`src/design/ebcid_pkg.sv`:
```
/*
  constants, enumerations and opcode match table for the instruction decoder core.
  assumes one oscillator clock domain and 16-bit program words from the fetch path.
*/
package ebcid_pkg;

  localparam int WORD_W = 16;
  localparam int OSC_PER_ICYC = 4;
  localparam logic [1:0] Q_FIRST = 2'h0;
  localparam logic [1:0] Q_LAST = 2'(OSC_PER_ICYC - 1);
  localparam logic [1:0] Q_RST = 2'h0;

  // second word of a double-word instruction
  localparam logic [3:0] SECOND_TAG = 4'hf;

  // quick-access region split and banks
  localparam logic [7:0] ACCESS_SPLIT = 8'h60;
  localparam logic [3:0] ACCESS_LO_BANK = 4'h0;
  localparam logic [3:0] ACCESS_HI_BANK = 4'hf;

  // status flag positions and masks
  localparam int FL_C = 0;
  localparam int FL_DC = 1;
  localparam int FL_Z = 2;
  localparam int FL_OV = 3;
  localparam int FL_N = 4;
  localparam logic [4:0] FLAGS_ALL = 5'h1f;
  localparam logic [4:0] FLAGS_ZN = 5'h14;
  localparam logic [4:0] STATUS_RST = 5'h00;

  // single opcodes, mask and value
  localparam logic [15:0] M_GOTO = 16'hff00;
  localparam logic [15:0] V_GOTO = 16'hef00;
  localparam logic [15:0] M_CALL = 16'hfe00;
  localparam logic [15:0] V_CALL = 16'hec00;
  localparam logic [15:0] M_LFSR = 16'hffc0;
  localparam logic [15:0] V_LFSR = 16'hee00;
  localparam logic [15:0] M_RET = 16'hfffc;
  localparam logic [15:0] V_RET = 16'h0010;
  localparam logic [15:0] M_TBL = 16'hfff8;
  localparam logic [15:0] V_TBL = 16'h0008;
  localparam logic [15:0] V_CALLW = 16'h0014;

  localparam int N_SKIP = 8;
  localparam logic [15:0] SKIP_M [0:N_SKIP-1] = '{16'hfe00, 16'hfe00, 16'hfe00, 16'hfc00,
                                                 16'hfc00, 16'hfc00, 16'hfc00, 16'hfe00};
  localparam logic [15:0] SKIP_V [0:N_SKIP-1] = '{16'h6200, 16'h6400, 16'h6000, 16'h2c00,
                                                 16'h3c00, 16'h4c00, 16'h4800, 16'h6600};
  localparam int N_EXT = 8;
  localparam logic [15:0] EXT_M [0:N_EXT-1] = '{16'hff00, 16'hff00, 16'hffc0, 16'hffc0,
                                               16'hff00, 16'hff80, 16'hff80, 16'hffff};
  localparam logic [15:0] EXT_V [0:N_EXT-1] = '{16'he800, 16'he900, 16'he8c0, 16'he9c0,
                                               16'hea00, 16'heb00, 16'heb80, 16'h0014};

  typedef enum logic [1:0] {ST_DECODE, ST_OPERAND, ST_FLUSH} ebcid_state_t;
  typedef enum logic [2:0] {CL_NONE, CL_BYTE, CL_BIT, CL_LIT, CL_CTRL, CL_MOVE} ebcid_class_t;
  typedef enum logic [1:0] {TA_NONE, TA_POST_INC, TA_POST_DEC, TA_PRE_INC} ebcid_tbl_act_t;

endpackage

```
`src/design/ebcid_core.sv`:
```
/*
  instruction word decoder and instruction cycle sequencer of an 8-bit core.
  assumes fetch_word, cond_true, bsr and alu_flags come from logic on ref_clk;
  the fetch path presents the next word whenever fetch_take is high.
*/
// Implementation choices: the placing of the registers and the strobed register port.
// Function
// - single-word instructions split into opcode field and operand fields
// - exactly four double-word instructions carry 32 bits over two words
// - a lone word with top nibble all ones runs as a no-operation
// - plain single-word instruction finishes in one instruction cycle
// - true test or single-word program counter change adds one no-operation cycle
// - every double-word instruction takes two instruction cycles
// - an instruction cycle is four oscillator periods
// - destination bit 0 sends result to accumulator, 1 to file register
// - access bit 0 uses quick-access region, 1 uses bank select register
// - three-bit position field picks bit 0 to 7 of the register
// - file operand is 8-bit address or 2-bit pointer selector
// - register move decodes 12-bit source and 12-bit destination addresses
// - literal field is 8, 11, 12 or 20 bits, may load a pointer
// - five arithmetic flags are held and updated from results
// - control operands: program address, call/return mode, table mode or none
// - fast bit 1 uses shadow registers, 0 leaves them untouched
// - table transfers carry a pointer mode field; one encoding leaves it
// - other modes post-increment, post-decrement or pre-increment the pointer
// - recognise 75 standard plus 8 extended instructions
`timescale 1ns/1ps

module ebcid_core
(
  input wire logic ref_clk,
  input wire logic resetn,
  input wire logic [15:0] fetch_word,
  input wire logic cond_true,
  input wire logic [3:0] bank_select_register,
  input wire logic [4:0] alu_flags,
  output logic fetch_take,
  output logic cyc_start,
  output logic exec_valid,
  output logic exec_nop,
  output ebcid_pkg::ebcid_class_t exec_class,
  output logic exec_two_word,
  output logic exec_operand,
  output logic dest_to_file,
  output logic bank_from_bsr,
  output logic [11:0] file_addr,
  output logic [1:0] fsr_sel,
  output logic [2:0] bit_pos,
  output logic [7:0] bit_mask,
  output logic [11:0] src_addr,
  output logic [11:0] dst_addr,
  output logic [19:0] literal_val,
  output logic pc_alter,
  output logic cond_test,
  output logic fast_sel,
  output logic shadow_save,
  output logic shadow_restore,
  output logic tbl_read,
  output logic tbl_write,
  output ebcid_pkg::ebcid_tbl_act_t tbl_ptr_act,
  output logic ext_instr,
  output logic [4:0] flag_update,
  output logic [4:0] status_flags
);

  typedef struct packed {
    logic valid;
    logic nop;
    ebcid_pkg::ebcid_class_t cls;
    logic two_word;
    logic dest_file;
    logic bank_bsr;
    logic [11:0] addr;
    logic [2:0] bit_pos;
    logic [7:0] bit_mask;
    logic [1:0] fsr_sel;
    logic [11:0] src;
    logic [11:0] dst;
    logic [19:0] lit;
    logic pc_alter;
    logic cond;
    logic fast;
    logic sh_save;
    logic sh_restore;
    logic tbl_rd;
    logic tbl_wr;
    ebcid_pkg::ebcid_tbl_act_t tbl_act;
    logic ext;
    logic [4:0] flag_mask;
    logic is_jump;
    logic is_lfsr;
  } ebcid_dec_t;

  typedef struct packed {
    logic [1:0] q;
    ebcid_pkg::ebcid_state_t st;
    logic [4:0] status;
    ebcid_dec_t dec;
  } ebcid_regs_t;
  localparam ebcid_regs_t REGS_RST = '{q: ebcid_pkg::Q_RST, st: ebcid_pkg::ST_DECODE,
                                       status: ebcid_pkg::STATUS_RST, dec: '0};
  logic [1:0] rst_sync_ff;
  logic rst_n;
  ebcid_regs_t r_ff;
  ebcid_regs_t nxt_r;
  function automatic logic op_match(input logic [15:0] w, input logic [15:0] m, input logic [15:0] v);
    op_match = (w & m) == v;
  endfunction
  // quick-access or banked 12-bit address
  function automatic logic [11:0] eff_addr(input logic a, input logic [7:0] f, input logic [3:0] bank);
    logic [3:0] b;
    b = bank;
    if (!a)
      b = (f < ebcid_pkg::ACCESS_SPLIT) ? ebcid_pkg::ACCESS_LO_BANK : ebcid_pkg::ACCESS_HI_BANK;
    eff_addr = {b, f};
  endfunction

  function automatic ebcid_dec_t decode_word(input logic [15:0] w, input logic [3:0] bank);
    ebcid_dec_t d;
    d = '0;
    d.valid = 1'b1;
    d.cls = ebcid_pkg::CL_CTRL;
    d.lit = {12'h000, w[7:0]};
    d.bank_bsr = w[8];
    d.addr = eff_addr(w[8], w[7:0], bank);
    case (w[15:12])
      4'h0:
      begin
        if (w[11:8] == 4'h0)
        begin
          d.cls = ebcid_pkg::CL_CTRL;
          if (op_match(w, ebcid_pkg::M_RET, ebcid_pkg::V_RET))
          begin
            d.pc_alter = 1'b1;
            d.fast = w[0];
            d.sh_restore = w[0];
          end
          if (w == ebcid_pkg::V_CALLW)
            d.pc_alter = 1'b1;
          if (op_match(w, ebcid_pkg::M_TBL, ebcid_pkg::V_TBL))
          begin
            d.tbl_rd = !w[2];
            d.tbl_wr = w[2];
            d.tbl_act = ebcid_pkg::ebcid_tbl_act_t'(w[1:0]);
          end
        end
        else if (w[11] || w[11:8] == 4'h1)
        begin
          d.cls = ebcid_pkg::CL_LIT;
          if (w[11:8] == 4'hf || w[11:8] == 4'h8)
            d.flag_mask = ebcid_pkg::FLAGS_ALL;
          else if (w[11:8] == 4'h9 || w[11:8] == 4'ha || w[11:8] == 4'hb)
            d.flag_mask = ebcid_pkg::FLAGS_ZN;
          d.pc_alter = (w[11:8] == 4'hc);
        end
        else
        begin
          d.cls = ebcid_pkg::CL_BYTE;
          d.dest_file = w[9];
          d.flag_mask = ebcid_pkg::FLAGS_ZN;
        end
      end
      4'h1, 4'h2, 4'h3, 4'h4, 4'h5, 4'h6:
      begin
        d.cls = ebcid_pkg::CL_BYTE;
        d.dest_file = w[9];
        d.flag_mask = (w[15:12] == 4'h2 || w[15:12] == 4'h5) ? ebcid_pkg::FLAGS_ALL : ebcid_pkg::FLAGS_ZN;
      end
      4'h7, 4'h8, 4'h9, 4'ha, 4'hb:
      begin
        d.cls = ebcid_pkg::CL_BIT;
        d.bit_pos = w[11:9];
        d.bit_mask = 8'h01 << w[11:9];
        d.cond = (w[15:12] == 4'ha || w[15:12] == 4'hb);
      end
      4'hc:
      begin
        d.cls = ebcid_pkg::CL_MOVE;
        d.two_word = 1'b1;
        d.src = w[11:0];
      end
      4'hd:
      begin
        d.pc_alter = 1'b1;
        d.lit = {9'h000, w[10:0]};
      end
      4'he:
      begin
        if (!w[11])
          d.cond = 1'b1;
        else if (!w[10])
        begin
          d.cls = ebcid_pkg::CL_LIT;
          d.fsr_sel = w[7:6];
        end
        else if (op_match(w, ebcid_pkg::M_CALL, ebcid_pkg::V_CALL)
                 || op_match(w, ebcid_pkg::M_GOTO, ebcid_pkg::V_GOTO))
        begin
          d.two_word = 1'b1;
          d.is_jump = 1'b1;
          d.fast = !w[9] && w[8];
        end
        else if (op_match(w, ebcid_pkg::M_LFSR, ebcid_pkg::V_LFSR))
        begin
          d.cls = ebcid_pkg::CL_LIT;
          d.two_word = 1'b1;
          d.is_lfsr = 1'b1;
          d.fsr_sel = w[5:4];
        end
      end
      default:
      begin
        d.cls = ebcid_pkg::CL_NONE;
        d.nop = 1'b1;
      end
    endcase
    for (int i = 0; i < ebcid_pkg::N_SKIP; i++)
      if (op_match(w, ebcid_pkg::SKIP_M[i], ebcid_pkg::SKIP_V[i]))
        d.cond = 1'b1;
    for (int i = 0; i < ebcid_pkg::N_EXT; i++)
      if (op_match(w, ebcid_pkg::EXT_M[i], ebcid_pkg::EXT_V[i]))
        d.ext = 1'b1;
    decode_word = d;
  endfunction

  // second word completes the operand of the held first word
  function automatic ebcid_dec_t join_second(input ebcid_dec_t f, input logic [15:0] w);
    ebcid_dec_t d;
    d = f;
    d.flag_mask = 5'h00;
    if (f.is_jump)
    begin
      d.lit = {w[11:0], f.lit[7:0]};
      d.pc_alter = 1'b1;
      d.sh_save = f.fast;
    end
    if (f.is_lfsr)
      d.lit = {8'h00, f.lit[3:0], w[7:0]};
    if (f.cls == ebcid_pkg::CL_MOVE)
      d.dst = w[11:0];
    join_second = d;
  endfunction

  always_ff @(posedge ref_clk or negedge resetn)
  begin
    if (!resetn)
      rst_sync_ff <= 2'h0;
    else
      rst_sync_ff <= {rst_sync_ff[0], 1'b1};
  end
  assign rst_n = rst_sync_ff[1];
  always_comb
  begin
    nxt_r = r_ff;
    nxt_r.q = r_ff.q + 2'h1;
    if (r_ff.q == ebcid_pkg::Q_LAST)
    begin
      if (r_ff.dec.valid)
        nxt_r.status = (r_ff.status & ~r_ff.dec.flag_mask) | (alu_flags & r_ff.dec.flag_mask);
      if (r_ff.st == ebcid_pkg::ST_DECODE && r_ff.dec.two_word)
      begin
        nxt_r.st = ebcid_pkg::ST_OPERAND;
        nxt_r.dec = join_second(r_ff.dec, fetch_word);
      end
      else if (r_ff.st == ebcid_pkg::ST_DECODE && (r_ff.dec.pc_alter || (r_ff.dec.cond && cond_true)))
      begin
        nxt_r.st = ebcid_pkg::ST_FLUSH;
        nxt_r.dec = '0;
        nxt_r.dec.valid = 1'b1;
        nxt_r.dec.nop = 1'b1;
      end
      else
      begin
        nxt_r.st = ebcid_pkg::ST_DECODE;
        nxt_r.dec = decode_word(fetch_word, bank_select_register);
      end
    end
  end

  always_ff @(posedge ref_clk or negedge rst_n)
  begin
    if (!rst_n)
      r_ff <= REGS_RST;
    else
      r_ff <= nxt_r;
  end

  assign fetch_take = rst_n && (r_ff.q == ebcid_pkg::Q_LAST);
  assign cyc_start = rst_n && (r_ff.q == ebcid_pkg::Q_FIRST);
  assign exec_valid = r_ff.dec.valid;
  assign exec_nop = r_ff.dec.nop;
  assign exec_class = r_ff.dec.cls;
  assign exec_two_word = r_ff.dec.two_word;
  assign exec_operand = (r_ff.st == ebcid_pkg::ST_OPERAND);
  assign dest_to_file = r_ff.dec.dest_file;
  assign bank_from_bsr = r_ff.dec.bank_bsr;
  assign file_addr = r_ff.dec.addr;
  assign fsr_sel = r_ff.dec.fsr_sel;
  assign bit_pos = r_ff.dec.bit_pos;
  assign bit_mask = r_ff.dec.bit_mask;
  assign src_addr = r_ff.dec.src;
  assign dst_addr = r_ff.dec.dst;
  assign literal_val = r_ff.dec.lit;
  assign pc_alter = r_ff.dec.pc_alter;
  assign cond_test = r_ff.dec.cond;
  assign fast_sel = r_ff.dec.fast;
  assign shadow_save = r_ff.dec.sh_save;
  assign shadow_restore = r_ff.dec.sh_restore;
  assign tbl_read = r_ff.dec.tbl_rd;
  assign tbl_write = r_ff.dec.tbl_wr;
  assign tbl_ptr_act = r_ff.dec.tbl_act;
  assign ext_instr = r_ff.dec.ext;
  assign flag_update = r_ff.dec.flag_mask;
  assign status_flags = r_ff.status;

  // checks
  logic new_word;
  assign new_word = fetch_take && (nxt_r.st == ebcid_pkg::ST_DECODE);
endmodule

```
`config.mk`:
```
export PLATFORM = sky130hd
export DESIGN_NAME = ebcid_core
export DESIGN_NICKNAME = d
export VERILOG_FILES = /design/src/design/ebcid_pkg.sv /design/src/design/ebcid_core.sv
export SDC_FILE = /design/constraint.sdc
export NUM_CORES = 1
export LEC_CHECK = 0
export BUFFER_PORTS_ARGS = -buffer_cell sky130_fd_sc_hd__buf_2
export CAP_MARGIN = 5
export CORE_MARGIN = 5
export CORE_UTILIZATION = 45
export CTS_CLUSTER_SIZE = 40
export DETAILED_ROUTE_END_ITERATION = 8
export GPL_TIMING_DRIVEN = 0
export PLACE_DENSITY_LB_ADDON = 0.15
export SLEW_MARGIN = 20
export SYNTH_ARGS = -nofsm -noshare
export SYNTH_HDL_FRONTEND = slang
export SYNTH_SLANG_ARGS = --single-unit
```
`constraint.sdc`:
```
create_clock -name ref_clk -period 5.61 [get_ports ref_clk]
set_input_delay 0.2805 -clock ref_clk [delete_from_list [all_inputs] [get_ports ref_clk]]
set_output_delay 0.2805 -clock ref_clk [all_outputs]
set_load 0.01 [all_outputs]
```
==> key figures <==
Synthesis
  – Cell variety after synth: 56
  – Yosys reg bits: 102
  – Syn avg cell area: 10.85 um2
  – Mapped Cells: 464
  – Synthesis warning total: 0
  – Post-synthesis sequential area ratio: 50.71%
  – Main synth FF type: dfrtp_1
  – Synth area leaders: dfrtp_1 51%, buf_4 13%, a22o_1 10%, nand2_1 2.0%, o21ai_0 2.0%
  – Post-synth top area share: 50.71%
  – Post-synthesis cell area: 5034 um2
  – Post-synthesis async set-or-reset flop share: 100.0%
  – Post-Syn Nets: 494
  – Largest area contributor in the netlist: dfrtp_1
  – Post-synth EDFFs: 0

Die
  – Initial Util: 46.23%
  – Die height: 115.8 um
  – Core Area: 10890 um2
  – Die area: 13400 um2
  – IO Pins: 128
  – Die Width: 115.8 um
  – Core Rows: 38

Clock tree
  – Clock slew at reported path FFs: 0.10 ns
  – Sink Count: 102
  – H-tree levels: 3
  – Number of CTS-inserted buffers: 9
  – Worst skew pair latency: 0.37 ns
  – CTS tree: done
  – Root buf cell: clkbuf_8
  – Longest Clk Path Bufs: 2

Timing
  – Hold slack: 0.1417 ns
  – Worst Max-Slew Pin Slew: 0.9884 ns
  – Setup TNS: 0 ns
  – Max Transition Viols Final: 0
  – Max-slew headroom: 32.40%
  – Clock Skews: 0.01366 ns
  – Minimum clock period: 2.516 ns
  – FMAX: 0.3974 GHz
  – Period utilisation layout: 44.86%
  – Final setup fails: 0
  – Final hold violation count: 0
  – RSZ-0062 raised after global routing: false

Route
  – Metal-1 WL: 5834 um
  – Met3 wire len: 957 um
  – DRC violations left: 0
  – Routed met2 length: 6315 um
  – Total wire length: 13220 um
  – ANT nets after route: 0
  – DR vias: 4035
  – Top sig layer: met4
  – Pre-antenna DRT Iters: 4
  – Vias/cell: 5.431
  – Routed length per instance: 17.80 um
  – Initial detailed-routing violation count: 305

Critical path
  – Req. time, crit path: 5.92 ns
  – Kind of end point of the critical path: flip-flop
  – Critical path arrival: 2.82 ns
  – CP Max Fanout: 10
  – Worst setup SP type: flip-flop
  – Critical Setup Path Class: reg -> reg

Final layout
  – Share of cells above drive strength 1: 41.29%
  – ANT cells: 0
  – FILL cells: 988
  – Layout Nets: 628
  – Area Growth Syn to Fin: 20.26%

Run status
  – Status: complete, no violations

Global routing
  – Vias in the first global route: 3999
  – Antenna violations before repair: 0
  – GRT Overall Usage: 20.18%
  – Largest net degree at the start of global routing: 60
  – GR Overflow Total: 0
  – Global-route wire length before repair: 21000 um

Place
  – Final HPWL from detailed placement: 9746 um
  – I/O Buffers: 121
  – Global placement routability congestion: 0.8657

Pwr
  – Cell Pwr Density: 253.7 nW/um2
  – Leakage power: 3.184 nW
  – VDD IR max: 0.1623 mV

Flow run
  – Max cap viols: 0

Hold path
  – Hold Path Class: in -> reg
## critical path, cell delays in order (launching register included)
cell and delay [ns]:
dfrtp_1 0.37, ha_1 0.35, inv_1 0.17, a211o_1 0.37
nor4_1 0.67, buf_2 0.37, a22o_1 0.16
## final timing paths
check / end / slack (ns) / startpoint / cells past startpoint
hold / removal: flip-flop / 0.14 / alu_flags[3] / 2
max in group asynchronous: dst_addr[9] / 4.60 / rst_sync_ff[1] / 1
setup reg to reg: src_addr[3] / 3.09 / r_ff[102] / 6
setup / recovery: src_addr[3] / 3.09 / r_ff[102] / 6
hold reg to reg: r_ff[101] / 0.34 / rst_sync_ff[1] / 0
min in group asynchronous: rst_sync_ff[1] / 0.22 / resetn / 2
## Yosys cell counts, types with 7 or more instances
master / count
a21oi_1: 11
a22o_1: 60
buf_2: 8
buf_4: 84
clkbuf_1: 19
dfrtp_1: 102
inv_1: 16
mux2_2: 7
nand2_1: 27
nand3_1: 7
nor2_1: 17
nor3_1: 7
o21ai_0: 20
## placed cells by master, fill, tap and decap left out, drive strengths merged, types with 3 or more instances in the layout
cell type    n
buf        218
dfrtp      102
a22o        60
clkbuf      28
nand2       27
o21ai       21
inv         20
nor2        17
a21oi       11
nor3         8
nand3        7
mux2         7
a32o         6
a21o         5
or4          5
o31ai        4
nor3b        4
and2         3
nor4         3
a2111oi      3
a221oi       3
nand4        3
clkinv       3
## area by class of cell
type / count / area, um2 / area share, %
Buffer: 115 / 764.5 / 12.63
Clock buffer: 9 / 123.9 / 2.046
Clock inverter: 7 / 73.82 / 1.220
Inverter: 16 / 60.06 / 0.9921
Multi-Input combinational cell: 231 / 1657 / 27.37
Sequential cell: 102 / 2556 / 42.23
Tap cell: 140 / 175.2 / 2.894
Timing Repair Buffer: 123 / 643.1 / 10.62
## metal layers
layer,global-route usage [%],up-vias
met5,0,-
met4,3.326,0
met3,4.282,10
met2,33.64,163
met1,27.83,1993
li1,-,1869
## what timing repair did
| action | in CTS | in global routing |
|---|---|---|
| gates resized for setup | 0 | 0 |
| buffers inserted | 0 | 0 |
| hold endpoints to repair | 2 | 0 |
| hold buffers | 1 | 0 |
## state kept, by name, summed over array words and instances (netlist names), 3 cells and up, named ones only
name         cells
dst_addr        12
literal_val     20
bit_mask         8
r_ff             6
exec_class       3
bit_pos          3
file_addr       12
src_addr        12
## where the power goes
group	total [mW]	leakage (nW)	switching, mW	internal (mW)
clock network	0.462	0.101	0.286	0.176
logic	0.253	1.74	0.120	0.133
registers	0.820	1.35	0.0383	0.782
total	1.54	3.18	0.445	1.09
## cell families after synthesis
kind of cell    Yosys count  synth area share (%)
other cells               1               0.07450
mux                       9                 1.964
buf+inv                 131                 16.38
flops                   102                 50.71
simple gates             91                 10.29
compound gates          128                 20.09
fa+ha+maj                 2                0.4971
## per-stage QoR
step	setup slack, ns	cell area (um2)	instances	util (%)	power, mW
5_1_grt	2.978	6053	743	55.60	1.614
6_report	3.094	6053	743	55.60	1.536
2_1_floorplan	2.472	5034	464	-	0.9914
4_1_cts	3.124	6053	743	55.60	1.550
3_5_place_dp	3.136	5846	726	53.69	1.090
3_3_place_gp	1.473	5814	725	53.40	1.080
No activity file was read; power rests on OpenSTA's default activity.
